==> src/pkg/rso_pkg.sv <==
package rso_pkg;

  // ----------------------------------------------------------------
  // Frame geometry
  // ----------------------------------------------------------------
  localparam logic [12:0] ROW_LEN      = 13'h10E0;
  localparam logic [3:0]  ROW_CNT      = 4'h9;
  localparam logic [12:0] SOH_COLS     = 13'h0090;
  localparam logic [3:0]  RSOH_ROWS    = 4'h3;

  // ----------------------------------------------------------------
  // Overhead byte positions (row index, column index from zero)
  // ----------------------------------------------------------------
  localparam logic [3:0]  OW_ROW       = 4'h1;
  localparam logic [12:0] OW_COL       = 13'h0030;
  localparam logic [3:0]  UC_ROW       = 4'h1;
  localparam logic [12:0] UC_COL       = 13'h0060;
  localparam logic [3:0]  DCC_ROW      = 4'h2;
  localparam logic [12:0] DCC_COL_0    = 13'h0000;
  localparam logic [12:0] DCC_COL_1    = 13'h0030;
  localparam logic [12:0] DCC_COL_2    = 13'h0060;
  localparam int          DCC_BYTES    = 3;

  // ----------------------------------------------------------------
  // Orderwire elastic store
  // ----------------------------------------------------------------
  localparam int          OW_RATE_BPS  = 64000;
  localparam int          WANDER_NS    = 18000;
  localparam int          ES_WANDER_BITS = (WANDER_NS * 64 + 999999) / 1000000;
  localparam int          ES_DEPTH     = 4;
  localparam int          ES_AW        = 2;
  localparam logic [1:0]  ES_START_GAP = 2'h2;

  // ----------------------------------------------------------------
  // Smoothing clock: exact 64 kHz from the system clock by accumulation
  // ----------------------------------------------------------------
  localparam int          CLK_HZ       = 10000000;
  localparam logic [13:0] ACC_STEP     = 14'(OW_RATE_BPS / 1000);
  localparam logic [13:0] ACC_MOD      = 14'(CLK_HZ / 1000);
  localparam int          AIS_LIMIT_US = 1000;
  localparam logic [7:0]  ALL_ONES     = 8'hFF;

  // ----------------------------------------------------------------
  // Carriers
  // ----------------------------------------------------------------
  typedef struct packed {
    logic [7:0] data;
    logic       valid;
    logic       fs;
  } rso_byte_t;

  typedef struct packed {
    logic [12:0] col;
    logic [3:0]  row;
  } rso_pos_t;

endpackage

==> src/verilog/rso_adapt.sv <==
`timescale 1ns/100ps
// Operation
// - Payload sink forwards every byte outside the regenerator overhead with strobe and frame start.
// - Datacomm source places its client bytes in the three datacomm overhead bytes of every frame.
// - Datacomm sink extracts the three datacomm bytes of every frame and hands them out with a strobe.
// - Orderwire source inserts the octet structured 64 kbit/s client stream into one chosen byte.
// - Orderwire source buffers octets in an elastic store written by client timing, read by frame timing.
// - While just_pos_i is high and just_neg_i is low, every orderwire byte read skips one whole stored octet.
// - A negative justification reads the same stored octet a second time.
// - The elastic store is deep enough for at least 18 us of wander.
// - Orderwire source inserts only into the byte chosen by its select input.
// - Orderwire sink latches each received octet of the chosen byte into a holding store.
// - Orderwire sink shifts latched bits out on a nominal 64 kHz clock derived from the system clock.
// - Orderwire sink extracts only the byte chosen by its select input.
// - Orderwire sink sends all ones at 64 kbit/s while trail fail is high, switching within 1 ms.
// - User channel source places its client byte into the user channel byte once per frame, unless the orderwire is selected into that byte.
// - User channel sink extracts the user channel byte of every frame with a strobe.
// - User channel sink outputs all ones while trail fail is high, switching within 1 ms.
module rso_adapt
  import rso_pkg::*;
(
  input  wire logic       mclk_i,
  input  wire logic       rst_i,
  input  wire rso_byte_t  rx_i,
  input  wire logic       rx_tsf_i,
  input  wire rso_byte_t  tx_i,
  input  wire logic       ow_sel_uc_i,
  output rso_byte_t       tx_o,
  output rso_byte_t       ms_o,
  output logic            ms_ssf_o,
  output rso_byte_t       dcc_rx_o,
  output logic            dcc_rx_ssf_o,
  output logic            dcc_tx_req_o,
  input  wire logic [7:0] dcc_tx_byte_i,
  output rso_byte_t       uc_rx_o,
  output logic            uc_rx_ssf_o,
  output logic            uc_tx_req_o,
  input  wire logic [7:0] uc_tx_byte_i,
  input  wire logic       ow_tx_bit_i,
  input  wire logic       ow_tx_stb_i,
  input  wire logic       ow_tx_oct_i,
  input  wire logic       just_pos_i,
  input  wire logic       just_neg_i,
  output logic            ow_rx_bit_o,
  output logic            ow_rx_ck_o,
  output logic            ow_rx_oct_o,
  output logic            ow_rx_ssf_o
);

  // ----------------------------------------------------------------
  // Frame position counters
  // ----------------------------------------------------------------
  rso_pos_t rx_pos;
  rso_pos_t tx_pos;
  rso_pos_t rx_cur;
  rso_pos_t tx_cur;

  assign rx_cur = rx_i.fs ? '0 : rx_pos;
  assign tx_cur = tx_i.fs ? '0 : tx_pos;

  function automatic rso_pos_t next_pos(input rso_pos_t p);
    rso_pos_t n;
    n = p;
    if (p.col == ROW_LEN - 13'h0001)
    begin
      n.col = '0;
      n.row = (p.row == ROW_CNT - 4'h1) ? 4'h0 : p.row + 4'h1;
    end
    else
    begin
      n.col = p.col + 13'h0001;
    end
    return n;
  endfunction

  always_ff @(posedge mclk_i)
  begin
    if (rst_i)
    begin
      rx_pos <= '0;
      tx_pos <= '0;
    end
    else
    begin
      if (rx_i.valid)
        rx_pos <= next_pos(rx_cur);
      if (tx_i.valid)
        tx_pos <= next_pos(tx_cur);
    end
  end

  // ----------------------------------------------------------------
  // Position decode
  // ----------------------------------------------------------------
  wire rx_in_rsoh = (rx_cur.row < RSOH_ROWS) && (rx_cur.col < SOH_COLS);
  wire rx_at_ow   = (rx_cur.row == OW_ROW) && (rx_cur.col == OW_COL);
  wire rx_at_uc   = (rx_cur.row == UC_ROW) && (rx_cur.col == UC_COL);
  wire rx_at_dcc  = (rx_cur.row == DCC_ROW) &&
                    ((rx_cur.col == DCC_COL_0) || (rx_cur.col == DCC_COL_1) || (rx_cur.col == DCC_COL_2));
  wire tx_at_ow   = (tx_cur.row == OW_ROW) && (tx_cur.col == OW_COL);
  wire tx_at_uc   = (tx_cur.row == UC_ROW) && (tx_cur.col == UC_COL);
  wire tx_at_dcc  = (tx_cur.row == DCC_ROW) &&
                    ((tx_cur.col == DCC_COL_0) || (tx_cur.col == DCC_COL_1) || (tx_cur.col == DCC_COL_2));
  wire rx_ow_sel  = ow_sel_uc_i ? rx_at_uc : rx_at_ow;
  wire tx_ow_sel  = ow_sel_uc_i ? tx_at_uc : tx_at_ow;
  wire rx_take    = rx_i.valid;
  wire tx_take    = tx_i.valid;

  // ----------------------------------------------------------------
  // Client byte requests on the transmit side
  // ----------------------------------------------------------------
  assign dcc_tx_req_o = tx_take && tx_at_dcc;
  assign uc_tx_req_o  = tx_take && tx_at_uc && !ow_sel_uc_i;

  // ----------------------------------------------------------------
  // Orderwire elastic store, write side
  // ----------------------------------------------------------------
  logic [7:0]       es_mem [ES_DEPTH];
  logic [7:0]       es_shift;
  logic [2:0]       es_bits;
  logic [ES_AW-1:0] es_wr;
  logic [ES_AW-1:0] es_rd;
  logic             es_started;

  wire [7:0] es_word  = {es_shift[6:0], ow_tx_bit_i};
  wire       es_write = ow_tx_stb_i && (es_bits == 3'h7);
  wire [ES_AW-1:0] es_step = just_neg_i ? '0 : (just_pos_i ? ES_AW'(2) : ES_AW'(1));
  wire       es_read  = tx_take && tx_ow_sel && es_started;

  always_ff @(posedge mclk_i)
  begin
    if (rst_i)
    begin
      es_shift   <= '0;
      es_bits    <= '0;
      es_wr      <= '0;
      es_started <= 1'b0;
    end
    else if (ow_tx_stb_i)
    begin
      es_shift <= es_word;
      es_bits  <= ow_tx_oct_i ? 3'h1 : es_bits + 3'h1;
      if (es_write)
      begin
        es_wr <= es_wr + ES_AW'(1);
        if (es_wr == ES_START_GAP - 2'h1)
          es_started <= 1'b1;
      end
    end
  end

  genvar gi;
  generate
    for (gi = 0; gi < ES_DEPTH; gi++)
    begin : g_es
      always_ff @(posedge mclk_i)
      begin
        if (rst_i)
          es_mem[gi] <= ALL_ONES;
        else if (es_write && (es_wr == ES_AW'(gi)))
          es_mem[gi] <= es_word;
      end
    end
  endgenerate

  // ----------------------------------------------------------------
  // Orderwire elastic store, read side
  // ----------------------------------------------------------------
  always_ff @(posedge mclk_i)
  begin
    if (rst_i)
      es_rd <= '0;
    else if (es_read)
      es_rd <= es_rd + es_step;
  end

  // ----------------------------------------------------------------
  // Transmit byte insertion
  // ----------------------------------------------------------------
  wire [7:0] ow_tx_byte = es_started ? es_mem[es_rd] : ALL_ONES;
  wire [7:0] next_tx_data = tx_ow_sel ? ow_tx_byte :
                            tx_at_uc  ? uc_tx_byte_i :
                            tx_at_dcc ? dcc_tx_byte_i :
                            tx_i.data;

  always_ff @(posedge mclk_i)
  begin
    if (rst_i)
      tx_o <= '0;
    else
      tx_o <= '{data: next_tx_data, valid: tx_i.valid, fs: tx_i.fs && tx_i.valid};
  end

  // ----------------------------------------------------------------
  // Receive extraction and fail propagation
  // ----------------------------------------------------------------
  wire [7:0] uc_rx_data = rx_tsf_i ? ALL_ONES : rx_i.data;

  always_ff @(posedge mclk_i)
  begin
    if (rst_i)
    begin
      ms_o         <= '0;
      dcc_rx_o     <= '0;
      uc_rx_o      <= '0;
      ms_ssf_o     <= 1'b0;
      dcc_rx_ssf_o <= 1'b0;
      uc_rx_ssf_o  <= 1'b0;
      ow_rx_ssf_o  <= 1'b0;
    end
    else
    begin
      ms_o     <= '{data: rx_i.data, valid: rx_take && !rx_in_rsoh,
                    fs: rx_take && (rx_cur.row == RSOH_ROWS) && (rx_cur.col == 13'h0000)};
      dcc_rx_o <= '{data: rx_i.data, valid: rx_take && rx_at_dcc,
                    fs: rx_take && rx_at_dcc && (rx_cur.col == DCC_COL_0)};
      uc_rx_o  <= '{data: uc_rx_data, valid: rx_take && rx_at_uc, fs: rx_take && rx_at_uc};
      ms_ssf_o     <= rx_tsf_i;
      dcc_rx_ssf_o <= rx_tsf_i;
      uc_rx_ssf_o  <= rx_tsf_i;
      ow_rx_ssf_o  <= rx_tsf_i;
    end
  end

  // ----------------------------------------------------------------
  // Orderwire sink: latch and smoothing
  // ----------------------------------------------------------------
  logic [7:0]  ow_hold;
  logic        ow_hold_full;
  logic [7:0]  ow_out_shift;
  logic [2:0]  ow_out_cnt;
  logic [13:0] ow_acc;

  wire [13:0] ow_acc_sum  = ow_acc + ACC_STEP;
  wire        ow_tick     = ow_acc_sum >= ACC_MOD;
  wire        ow_latch    = rx_take && rx_ow_sel;
  wire        ow_oct_end  = ow_tick && (ow_out_cnt == 3'h7);
  wire        ow_reload   = ow_oct_end && ow_hold_full;
  wire [7:0]  ow_next_oct = ow_hold_full ? ow_hold : ALL_ONES;
  wire [7:0]  ow_src      = ow_oct_end ? ow_next_oct : ow_out_shift;
  wire        next_ow_bit = ow_src[7] | rx_tsf_i;
  wire [13:0] next_ow_acc = ow_tick ? ow_acc_sum - ACC_MOD : ow_acc_sum;
  wire [7:0]  next_ow_shift = {ow_src[6:0], 1'b1};

  // ----------------------------------------------------------------
  // Smoothing clock
  // ----------------------------------------------------------------
  always_ff @(posedge mclk_i)
  begin
    if (rst_i)
    begin
      ow_acc     <= '0;
      ow_rx_ck_o <= 1'b0;
    end
    else
    begin
      ow_acc     <= next_ow_acc;
      ow_rx_ck_o <= ow_tick;
    end
  end

  // ----------------------------------------------------------------
  // Holding store
  // ----------------------------------------------------------------
  always_ff @(posedge mclk_i)
  begin
    if (rst_i)
    begin
      ow_hold      <= ALL_ONES;
      ow_hold_full <= 1'b0;
    end
    else if (ow_latch)
    begin
      ow_hold      <= rx_i.data;
      ow_hold_full <= 1'b1;
    end
    else if (ow_reload)
    begin
      ow_hold_full <= 1'b0;
    end
  end

  // ----------------------------------------------------------------
  // Serial output
  // ----------------------------------------------------------------
  always_ff @(posedge mclk_i)
  begin
    if (rst_i)
    begin
      ow_out_shift <= ALL_ONES;
      ow_out_cnt   <= 3'h7;
      ow_rx_bit_o  <= 1'b1;
      ow_rx_oct_o  <= 1'b0;
    end
    else
    begin
      ow_rx_oct_o <= ow_oct_end;
      if (ow_tick)
      begin
        ow_out_cnt   <= ow_out_cnt + 3'h1;
        ow_rx_bit_o  <= next_ow_bit;
        ow_out_shift <= next_ow_shift;
      end
    end
  end

endmodule // rso_adapt

==> config.mk <==
export PLATFORM = sky130hd
export DESIGN_NAME = rso_adapt
export DESIGN_NICKNAME = d
export VERILOG_FILES = /design/src/pkg/rso_pkg.sv /design/src/verilog/rso_adapt.sv
export SDC_FILE = /design/constraint.sdc
export NUM_CORES = 1
export LEC_CHECK = 0
export ABC_AREA = 1
export BUFFER_PORTS_ARGS = -buffer_cell sky130_fd_sc_hd__buf_2
export CORE_MARGIN = 10
export CORE_UTILIZATION = 40
export DETAILED_ROUTE_END_ITERATION = 8
export PLACE_DENSITY_LB_ADDON = 0.2
export SLEW_MARGIN = 20
export SYNTH_ARGS = -nofsm -noshare
export SYNTH_HDL_FRONTEND = slang
export SYNTH_SLANG_ARGS = --single-unit
==> constraint.sdc <==
create_clock -name mclk_i -period 2.4 [get_ports mclk_i]
set_input_delay 0.12 -clock mclk_i [delete_from_list [all_inputs] [get_ports mclk_i]]
set_output_delay 0.12 -clock mclk_i [all_outputs]
set_load 0.01 [all_outputs]
==> results of run 1 <==
## worst max-delay path by stage
stage                          from         endpoint  slack, ns  cells after the start
after floorplan           ow_acc[6]  ow_out_shift[6]       0.51                     13
after global placement    ow_acc[6]  ow_out_shift[1]       0.23                     11
after detailed placement  ow_acc[6]  ow_out_shift[1]       0.22                     10
after CTS                 tx_pos[0]      uc_tx_req_o       0.12                      8
after global routing      ow_acc[6]    ow_out_cnt[0]       0.03                     12
final                     tx_pos[8]     dcc_tx_req_o       0.25                      9
## power breakdown
part	total (mW)	internal, mW	switching [mW]
logic	0.336	0.117	0.219
clock network	2.79	1.74	1.05
registers	2.59	2.57	0.0217
total	5.72	4.42	1.29
## kinds of logic after synthesis
logic type      after synthesis  share of synthesized area (%)
compound gates              197                           15.6
xor+xnor                      8                          0.946
fa+ha+maj                    25                           4.22
buf+inv                     172                           10.0
flops                       147                           44.0
simple gates                416                           25.2
## per-layer routing
layer | global-route usage [%] | vias to the layer above
li1 | - | 3345
met1 | 18.4 | 2872
met2 | 23.4 | 148
met3 | 4.69 | 15
met4 | 3.73 | 0
met5 | 0 | -
## worst max-delay path, stage by stage, from the launching register on
cell and delay (ns):
dfxtp_1 0.34, inv_1 0.07, nor2_2 0.24, inv_2 0.07
nor2_2 0.22, nor2_1 0.09, o21ai_2 0.18, nand2_4 0.14
nor2_1 0.10, buf_2 0.14
## registers in the layout, summed over array words and instances (netlist names), 2 cells and up, named ones only
signal / count
es_shift: 7
ms_o: 2
uc_rx_o: 9
es_mem: 32
es_rd: 2
tx_pos: 17
tx_o: 10
rx_pos: 17
ow_hold: 8
es_bits: 3
dcc_rx_o: 10
ow_acc: 10
es_wr: 2
ow_out_shift: 7
ow_out_cnt: 3
## layout make-up
cell class	instances	area share, %
repair buffers	118	7.72
multi-input cells	646	39.1
well taps	229	3.27
diodes	2	0.0572
clock buffers	19	4.94
flip-flops and latches	147	37.3
inverters	128	5.52
clock inverters	13	2.10
## per-stage QoR
| stage | worst slack (ns) | power (mW) | hold WS, ns | utilization, % | instance area (sq um) |
|---|---|---|---|---|---|
| after global placement | 0.234 | 2.97 | 0.368 | 44.3 | 8010 |
| after global routing | 0.0257 | 5.94 | 0.0201 | 48.4 | 8760 |
| after CTS | 0.122 | 5.78 | 0.00293 | 48.2 | 8710 |
| after floorplan | 0.513 | 2.85 | 0.266 | - | 7410 |
| after detailed placement | 0.220 | 2.97 | 0.368 | 44.3 | 8010 |
| final | 0.250 | 5.72 | 0.0144 | 48.4 | 8760 |
## cell usage in the layout, fill, tap and decap left out, types with 6 or more instances in the layout
| master | instances |
|---|---|
| o211ai_1 | 10 |
| nor2_1 | 97 |
| buf_2 | 93 |
| dfxtp_1 | 115 |
| a21oi_1 | 74 |
| o21ai_0 | 73 |
| inv_2 | 7 |
| clkbuf_16 | 17 |
| dlygate4sd3_1 | 9 |
| o221ai_1 | 8 |
| nand3_1 | 54 |
| buf_4 | 16 |
| o21bai_1 | 7 |
| nor3_1 | 19 |
| nand2_1 | 191 |
| o211ai_2 | 8 |
| nand2_2 | 13 |
| inv_1 | 117 |
| ha_1 | 24 |
| edfxtp_1 | 32 |
| nand4_1 | 9 |
| nand3_2 | 6 |
## what timing repair did
action	CTS	global route
gates resized for setup	0	6
endpoints found under the setup margin	0	11
hold buffers	9	0
hold endpoints to repair	22	0
setup buffers	0	2
==> metrics.md, run 1 <==
| Metric | Value |
|---|---|
| Ys Warns | `0` |
| P_leak | `3.65 nW` |
| VDD IR max | `0.471 mV` |
| 1st-iter DRT viols | `307` |
| DR WL met3 | `1.08 mm` |
| Core box area | `0.0181 sq mm` |
| Port buffer count | `93` |
| Netlist cell types | `45` |
| Crit share post-route | `89.6%` |
| Slew HR | `56.8%` |
| WL final | `17.6 mm` |
| P per Cell Area | `653 mW/mm^2` |
| Reg2Reg Capture Point | `ow_out_cnt[0]` |
| Min-Delay Path Class | `in2reg` |
| Synth top cells by count | `192 x nand2_1, 117 x inv_1, 115 x dfxtp_1` |
| Slew Limit Fails | `0` |
| Synthesized net count | `1035` |
| Die Area | `0.0244 sq mm` |
| Vias | `6380` |
| Final hold vios | `0` |
| Ys async rst share | `0%` |
| Max Cap Viol | `0` |
| Vias in the first global route | `6148` |
| Clock Pin Slew Worst Setup and Hold Paths | `0.06 ns` |
| R2R cell count | `10` |
| Ys flop type | `dfxtp_1` |
| Post-synth EDFFs | `32` |
| Num CTS Buffers | `17` |
| Uppermost layer routed | `met4` |
| Die X | `156 microns` |
| Critical Path End Type | `primary output` |
| RSZ-0062 raised after global routing | `no` |
| Largest net degree at the start of global routing | `43` |
| Sequential share of the synthesized area | `44.0%` |
| Initial antenna violation count | `2` |
| Crit path DAT | `2.03 ns` |
| Clk sinks | `147` |
| First-pass GRT wire length | `29.6 mm` |
| Site row count | `49` |
| Synth area leader | `dfxtp_1` |
| Status | `finished clean` |
| Total gr overflow | `0` |
| Register area | `0.00326 sq mm` |
| Worst Tran Pin Value | `0.648 ns` |
| Syn_area_per_cell | `7.68 sq um` |
| Final setup viols | `0` |
| Post-synth top area share | `31.1%` |
| CP Max Fanout | `17` |
| Layout Nets | `1128` |
| Tmin final | `2.15 ns` |
| Met2 wire length | `7.81 mm` |
| DP HPWL | `12.4 mm` |
| Drt pass-1 iters | `6` |
| Num ports | `94` |
| Total Routing Usage GR | `14.5%` |
| Worst-Skew Late Latency | `0.42 ns` |
| Root Buffer | `clkbuf_16` |
| Netlist Area Pre-Place | `0.00741 sq mm` |
| Placed Cells | `1257` |
| Cell with the most instances after synthesis | `nand2_1` |
| Wire per inst | `13.5 microns` |
| Hold Crit Depth | `3` |
| WL met1 | `8.44 mm` |
| Worst EP required | `2.28 ns` |
| Area of the multi-input gates | `0.00343 sq mm` |
| TritonCTS clock tree | `yes` |
| Clock Path Buffers | `2` |
| Synth Instances | `965` |
| Fillers | `1807` |
| Layout cell share with drive strength beyond 1 | `18.6%` |
| Hold path endpoint | `tx_o[5]` |
| Setup Skew | `0.00553 ns` |
| Largest cells by area after synthesis | `dfxtp_1 31%, edfxtp_1 13%, nand2_1 9.7%` |
| Startpoint Class | `flop` |
| DRT antenna net count | `0` |
| Layout Cells excl Fill | `1302` |
| Via/cell ratio | `4.90` |
| Area Overhead vs Synth | `18.2%` |
| Worst r2r src | `ow_acc[6]` |
| Setup TNS | `0 ns` |
| Starting Density | `41.0%` |
| Worst hold start | `dcc_tx_byte_i[3]` |
| Reg2reg setup slack | `0.27 ns` |
| Max Fclk | `0.465 GHz` |
| Final GP Congestion | `0.825` |
| Synth Register Bits | `147` |
| H-tree Lvls | `4` |
| Die Height | `156 microns` |
| DRC Markers | `0` |
| WS Path Type | `reg2out` |
(Power assumes the default switching activity.)
==> inputs of run 2 (changes only) <==
--- a/config.mk
+++ b/config.mk
@@ -11,6 +11,7 @@
 export CORE_UTILIZATION = 40
 export DETAILED_ROUTE_END_ITERATION = 8
 export PLACE_DENSITY_LB_ADDON = 0.2
+export SETUP_SLACK_MARGIN = 0.4
 export SLEW_MARGIN = 20
 export SYNTH_ARGS = -nofsm -noshare
 export SYNTH_HDL_FRONTEND = slang
==> run 2 against run 1 <==
  * Sequential power about the same
  * Sequential cell count did not move
  * Global-route usage up 0.17 points
  * Utilization is 1.8 points higher
  * Hold slack got worse by 0.0052 ns
  * Maximum frequency rose by 10%
  * Register-to-register slack improved by 0.19 ns
  * Worst setup slack better by 0.20 ns
  * Highest routed layer unchanged
  * Critical path type unchanged
  * Clock power barely moved
  * Sequential share of layout area down 1.2 points
  * Critical endpoint is now uc_tx_req_o
  * Total power grew 0.57%
==> metrics.md, run 2 (synthesized netlist as in run 1, its figures left out) <==
| Metric | Value |
|---|---|
| Crit share post-route | `81.5%` |
| Max FFs per register | `32` |
| Finished Core Util | `50.2%` |
| H-tree Lvls | `4` |
| Num CTS Buffers | `17` |
| Drt pass-1 iters | `5` |
| TritonCTS clock tree | `yes` |
| Max Fclk | `0.512 GHz` |
| Layout Nets | `1142` |
| Largest net degree at the start of global routing | `43` |
| P_leak | `3.75 nW` |
| Total Routing Usage GR | `14.7%` |
| Layout cell share with drive strength beyond 1 | `23.5%` |
| Site row count | `49` |
| CP Max Fanout | `2` |
| Worst EP required | `2.28 ns` |
| Setup Skew | `0.00648 ns` |
| Die Area | `0.0244 sq mm` |
| Total gr overflow | `0` |
| Worst-Skew Late Latency | `0.42 ns` |
| CP top delay family | `simple AND/OR/NAND/NOR gates` |
| Slew HR | `55.6%` |
| Root Buffer | `clkbuf_16` |
| Area Overhead vs Synth | `22.6%` |
| WS Path Type | `reg2out` |
| Min-Delay Path Class | `in2reg` |
| Setup TNS | `0 ns` |
| Starting Density | `41.0%` |
| VDD IR max | `0.477 mV` |
| WL final | `18.3 mm` |
| First-pass GRT wire length | `30.0 mm` |
| DRC Markers | `0` |
| Port buffer count | `93` |
| Num ports | `94` |
| Clock Pin Slew Worst Setup and Hold Paths | `0.06 ns` |
| DRT antenna net count | `0` |
| Most common cell after layout, fill and taps aside | `nand2_1` |
| Crit. Startpoint | `tx_pos[4]` |
| Top reg by flops | `es_mem` |
| Buf/Inv on CP | `4` |
| Die X | `156 microns` |
| Final setup viols | `0` |
| 1st-iter DRT viols | `346` |
| Vias | `6511` |
| Worst path cell trace | `inv_1 > nor2_2 > inv_2 > ha_4 > nand4_1 > nor2_4 > buf_6 > nand2_8 > nor3_2 > buf_2` |
| Initial antenna violation count | `2` |
| Worst hold start | `dcc_tx_byte_i[3]` |
| Die Height | `156 microns` |
| Worst r2r src | `ow_acc[6]` |
| Clock Path Buffers | `2` |
| Startpoint Class | `flop` |
| Worst Tran Pin Value | `0.665 ns` |
| Crit path DAT | `1.83 ns` |
| P per Cell Area | `633 mW/mm^2` |
| CP peak stage delay | `0.32 ns` |
| Critical Path End Type | `primary output` |
| Slew Limit Fails | `0` |
| Via/cell ratio | `4.95` |
| Vias in the first global route | `6195` |
| Wire per inst | `13.9 microns` |
| Worst path slowest cell | `dfxtp_2` |
| Final hold vios | `0` |
| Core box area | `0.0181 sq mm` |
| Commonest non-fill, non-tap cells in the layout | `181 x nand2_1, 109 x inv_1, 109 x dfxtp_1` |
| DP HPWL | `12.4 mm` |
| RSZ-0062 raised after global routing | `yes` |
| Clk sinks | `147` |
| Max Cap Viol | `0` |
| Tmin final | `1.95 ns` |
| Status | `finished clean` |
| Final GP Congestion | `0.825` |
| Largest registers | `es_mem x32, rx_pos x17, tx_pos x17` |
[run 2: cell count changes in the layout (fill, tap and decap cells not counted), sizes merged]
| cell | before | now |
|---|---|---|
| buf | 109 | 120 |
| nand2 | 208 | 211 |
[run 2: stage by stage]
step	instances	total power, mW	hold slack [ns]	cell area, sq um	worst slack [ns]
6_report	1316	5.75	0.00918	9090	0.445
5_1_grt	1316	5.97	0.0173	9090	0.281
4_1_cts	1302	5.78	0.000263	8790	0.334
3_5_place_dp	1257	2.97	0.368	8010	0.220
3_3_place_gp	1257	2.97	0.368	8010	0.234
2_1_floorplan	965	2.85	0.266	7410	0.513
[run 2: layout make-up]
type                       count  area, sq um
sequential                   147         3280
fill                        1770         9000
clock inverter                13          184
multi-input combinational    649         3650
timing repair buffer         129          766
inverter                     128          488
antenna                        2         5.00
clock buffer                  19          433
tap                          229          287
[run 2: report_power, final]
group	internal, mW	total, mW	switching (mW)
combinational	0.129	0.361	0.232
sequential	2.57	2.59	0.0226
clock	1.74	2.80	1.06
[run 2: final timing paths]
path / end / slack [ns] / cells after the start
max: uc_tx_req_o / 0.45 / 10
min: tx_o[5] / 0.009 / 3
max reg2reg: ow_acc[6] / 0.46 / 10
min reg2reg: rx_pos[3] / 0.47 / 2
[run 2: routing by layer]
metal / track usage (%) / vias up / wire length (microns)
met5: 0 / - / 0
met4: 3.64 / 0 / 195
met3: 4.85 / 12 / 1130
met2: 23.7 / 154 / 8350
met1: 18.6 / 2960 / 8670
li1: - / 3385 / -
[run 2: repair_timing]
item                       in CTS  in global routing
setup buffers                   4                  8
pin swaps                       5                 15
setup endpoints to repair      34                 65
hold endpoints to repair       22                  0
resized for setup              13                 64
cloned                          0                  4
hold buffers                    9                  0
[run 2: tightest hold or removal path, cell delays in order]
cell and delay, ns:
buf_2 0.08, o211ai_1 0.09, a21oi_1 0.11
==> inputs of run 3 (changes only) <==
--- a/config.mk
+++ b/config.mk
@@ -5,7 +5,7 @@
 export SDC_FILE = /design/constraint.sdc
 export NUM_CORES = 1
 export LEC_CHECK = 0
-export ABC_AREA = 1
+export ABC_AREA = 0
 export BUFFER_PORTS_ARGS = -buffer_cell sky130_fd_sc_hd__buf_2
 export CORE_MARGIN = 10
 export CORE_UTILIZATION = 40
==> constraint.sdc (replaced) <==
create_clock -name mclk_i -period 1.6 [get_ports mclk_i]
set_input_delay 0.08 -clock mclk_i [delete_from_list [all_inputs] [get_ports mclk_i]]
set_output_delay 0.08 -clock mclk_i [all_outputs]
set_load 0.01 [all_outputs]
==> run 3 against run 2 <==
  * The flow now finishes with violations (setup timing)
  * Count of clock-buffer cells in the layout is 1 lower
  * Worst setup slack worse by 1.1 ns
  * Highest routed layer unchanged
  * Design area is 26% higher
==> metrics.md, run 3 <==
| Metric | Value |
|---|---|
| WL final | `21.0 mm` |
| DRT antenna net count | `0` |
| 1st-iter DRT viols | `331` |
| Worst path cell trace | `or4_4 > nor4_4 > buf_4 > a21oi_4 > buf_6 > nor3_4 > buf_2` |
| Crit share post-route | `138%` |
| Via/cell ratio | `5.15` |
| Area Overhead vs Synth | `56.8%` |
| Cell with the most instances after synthesis | `dfxtp_1` |
| WS Path Type | `reg2out` |
| Ys flop type | `dfxtp_1` |
| Worst-Skew Late Latency | `0.42 ns` |
| H-tree Lvls | `4` |
| Hold Crit Depth | `4` |
| Status | `complete, but fails checks` |
| Number of antenna diodes | `0` |
| First-pass GRT wire length | `33.1 mm` |
| Vias | `6799` |
| Initial antenna violation count | `0` |
| Num ports | `94` |
| Synth Instances | `808` |
| Ys Warns | `0` |
| Ys async rst share | `0%` |
| Clock Pin Slew Worst Setup and Hold Paths | `0.06 ns` |
| Area after DPL | `0.00926 sq mm` |
| DP HPWL | `13.1 mm` |
| Final setup viols | `71` |
| Clock Path Buffers | `2` |
| Layout Cells excl Fill | `1319` |
| Clk sinks | `147` |
| Netlist cell types | `64` |
| Post-synth top area share | `31.4%` |
| Synth top cells by count | `115 x dfxtp_1, 84 x nor2_1, 46 x a21oi_1` |
| Syn_area_per_cell | `9.06 sq um` |
| Min-Delay Path Class | `in2reg` |
| Total Routing Usage GR | `16.4%` |
| Die Height | `155 microns` |
| Total gr overflow | `0` |
| Layout Nets | `1147` |
| Drt pass-1 iters | `7` |
| Top reg by flops | `es_mem` |
| Buf/Inv on CP | `3` |
| Wire per inst | `15.9 microns` |
| Starting Density | `40.8%` |
| Root Buffer | `clkbuf_16` |
| Netlist Area Pre-Place | `0.00732 sq mm` |
| Max Fclk | `0.451 GHz` |
| Setup Skew | `0.0116 ns` |
| Commonest non-fill, non-tap cells in the layout | `130 x buf_4, 92 x buf_2, 88 x dfxtp_1` |
| P_leak | `4.61 nW` |
| Die Area | `0.0241 sq mm` |
| P per Cell Area | `740 mW/mm^2` |
| Placed Cells | `1205` |
| Synth area leader | `dfxtp_1` |
| Most common cell after layout, fill and taps aside | `buf_4` |
| Largest cells by area after synthesis | `dfxtp_1 31%, edfxtp_1 13%, nor2_1 4.3%` |
| Slew HR | `64.2%` |
| Slew Limit Fails | `0` |
| Largest registers | `es_mem x32, rx_pos x17, tx_pos x17` |
| Setup TNS | `-23.39 ns` |
| Core box area | `0.0180 sq mm` |
| CP peak stage delay | `0.54 ns` |
| Sequential share of the synthesized area | `44.6%` |
| Max FFs per register | `32` |
| Site row count | `49` |
| VDD IR max | `0.691 mV` |
| RSZ-0062 raised after global routing | `yes` |
| Num CTS Buffers | `17` |
| Vias in the first global route | `6726` |
| Port buffer count | `93` |
| Final GP Congestion | `0.874` |
| DRC Markers | `0` |
| Failing checks | `setup timing` |
| PnR worst setup slack | `-0.616 ns` |
| Final hold vios | `0` |
| TritonCTS clock tree | `yes` |
| Finished Core Util | `63.9%` |
| Crit path DAT | `2.14 ns` |
| Worst EP required | `1.52 ns` |
| CP Max Fanout | `3` |
| Worst Tran Pin Value | `0.537 ns` |
| CP top delay family | `simple AND/OR/NAND/NOR gates` |
| Largest net degree at the start of global routing | `48` |
| Finished layout cell area | `0.0115 sq mm` |
| Tmin final | `2.22 ns` |
| Synthesized net count | `878` |
| Worst path slowest cell | `or4_4` |
| Post-synth EDFFs | `32` |
| R2R cell count | `9` |
| Layout cell share with drive strength beyond 1 | `51.0%` |
| Synth Register Bits | `147` |
| Die X | `155 microns` |
| Startpoint Class | `flop` |
| Critical Path End Type | `primary output` |
| CP Depth | `7` |
| Max Cap Viol | `0` |
## run 3: cell types whose count changed in the layout (fill, tap and decap cells not counted), sizes merged, moves of 13 or more
cell	previous run	this run
a211o	0	17
nand3b	5	18
buf	120	287
a21oi	78	47
and3	1	19
nand2b	0	29
o211ai	18	1
inv	126	41
nand2	211	42
or2	2	34
nand3	60	33
nor2	107	84
## run 3: metal layers
metal	routed length, microns	share of wire (%)	vias to the layer above	GRT usage, %
met5	0	0	-	0
met4	274	1.3	0	4.41
met3	919	4.4	29	4.14
met2	10600	51	130	28.4
met1	9190	44	3241	19.8
li1	-	-	3399	-
## run 3: what timing repair did
| action | in CTS | in global routing |
|---|---|---|
| hold buffers | 20 | 0 |
| buffers inserted | 36 | 23 |
| resized for setup | 145 | 100 |
| gates cloned | 3 | 0 |
| endpoints found under the hold margin | 39 | 0 |
| setup endpoints to repair | 146 | 149 |
| pin swaps | 78 | 63 |
## run 3: worst min-delay path, stage by stage
cell	delay [ns]
buf_2	0.11
o21ai_2	0.04
and3_1	0.15
o21ai_1	0.05
## run 3: cells by family after synthesis
family / Yosys count / synth area share [%]
compound gates: 182 / 15.1
xor+xnor: 12 / 1.44
fa+ha+maj: 25 / 4.27
buf+inv: 90 / 5.45
flops: 147 / 44.6
mux: 21 / 4.25
simple gates: 331 / 24.9
## run 3: worst paths after layout
| kind | to | slack [ns] | from |
|---|---|---|---|
| min reg2reg | ow_out_shift[5] | 0.46 | ow_out_shift[5] |
| min | tx_o[8] | 0.06 | tx_i[8] |
| max reg2reg | ow_acc[7] | -0.55 | ow_acc[7] |
| max | dcc_tx_req_o | -0.62 | tx_pos[3] |
## run 3: area by class of cell
cell class                      count  area, sq um
Fill cell                        1397         6480
Multi-Input combinational cell    572         4790
Sequential cell                   147         3300
Timing Repair Buffer              307         2400
Clock buffer                       18          439
Tap cell                          229          287
Clock inverter                     14          134
Inverter                           32          128
## run 3: report_power, final
part	internal [mW]	switching, mW	leakage, nW
clock	2.11	1.79	0.283
combinational	0.340	0.383	3.16
sequential	3.84	0.0368	1.17
total	6.29	2.21	4.61
## run 3: through the flow
stage                     total power, mW  worst slack [ns]  hold slack (ns)
after detailed placement             4.52            -0.518            0.335
after floorplan                      4.29            -0.458            0.182
after CTS                            8.51            -0.659           0.0476
final                                8.50            -0.616           0.0560
after global routing                 8.77            -0.694           0.0544
after global placement               4.52            -0.468            0.328
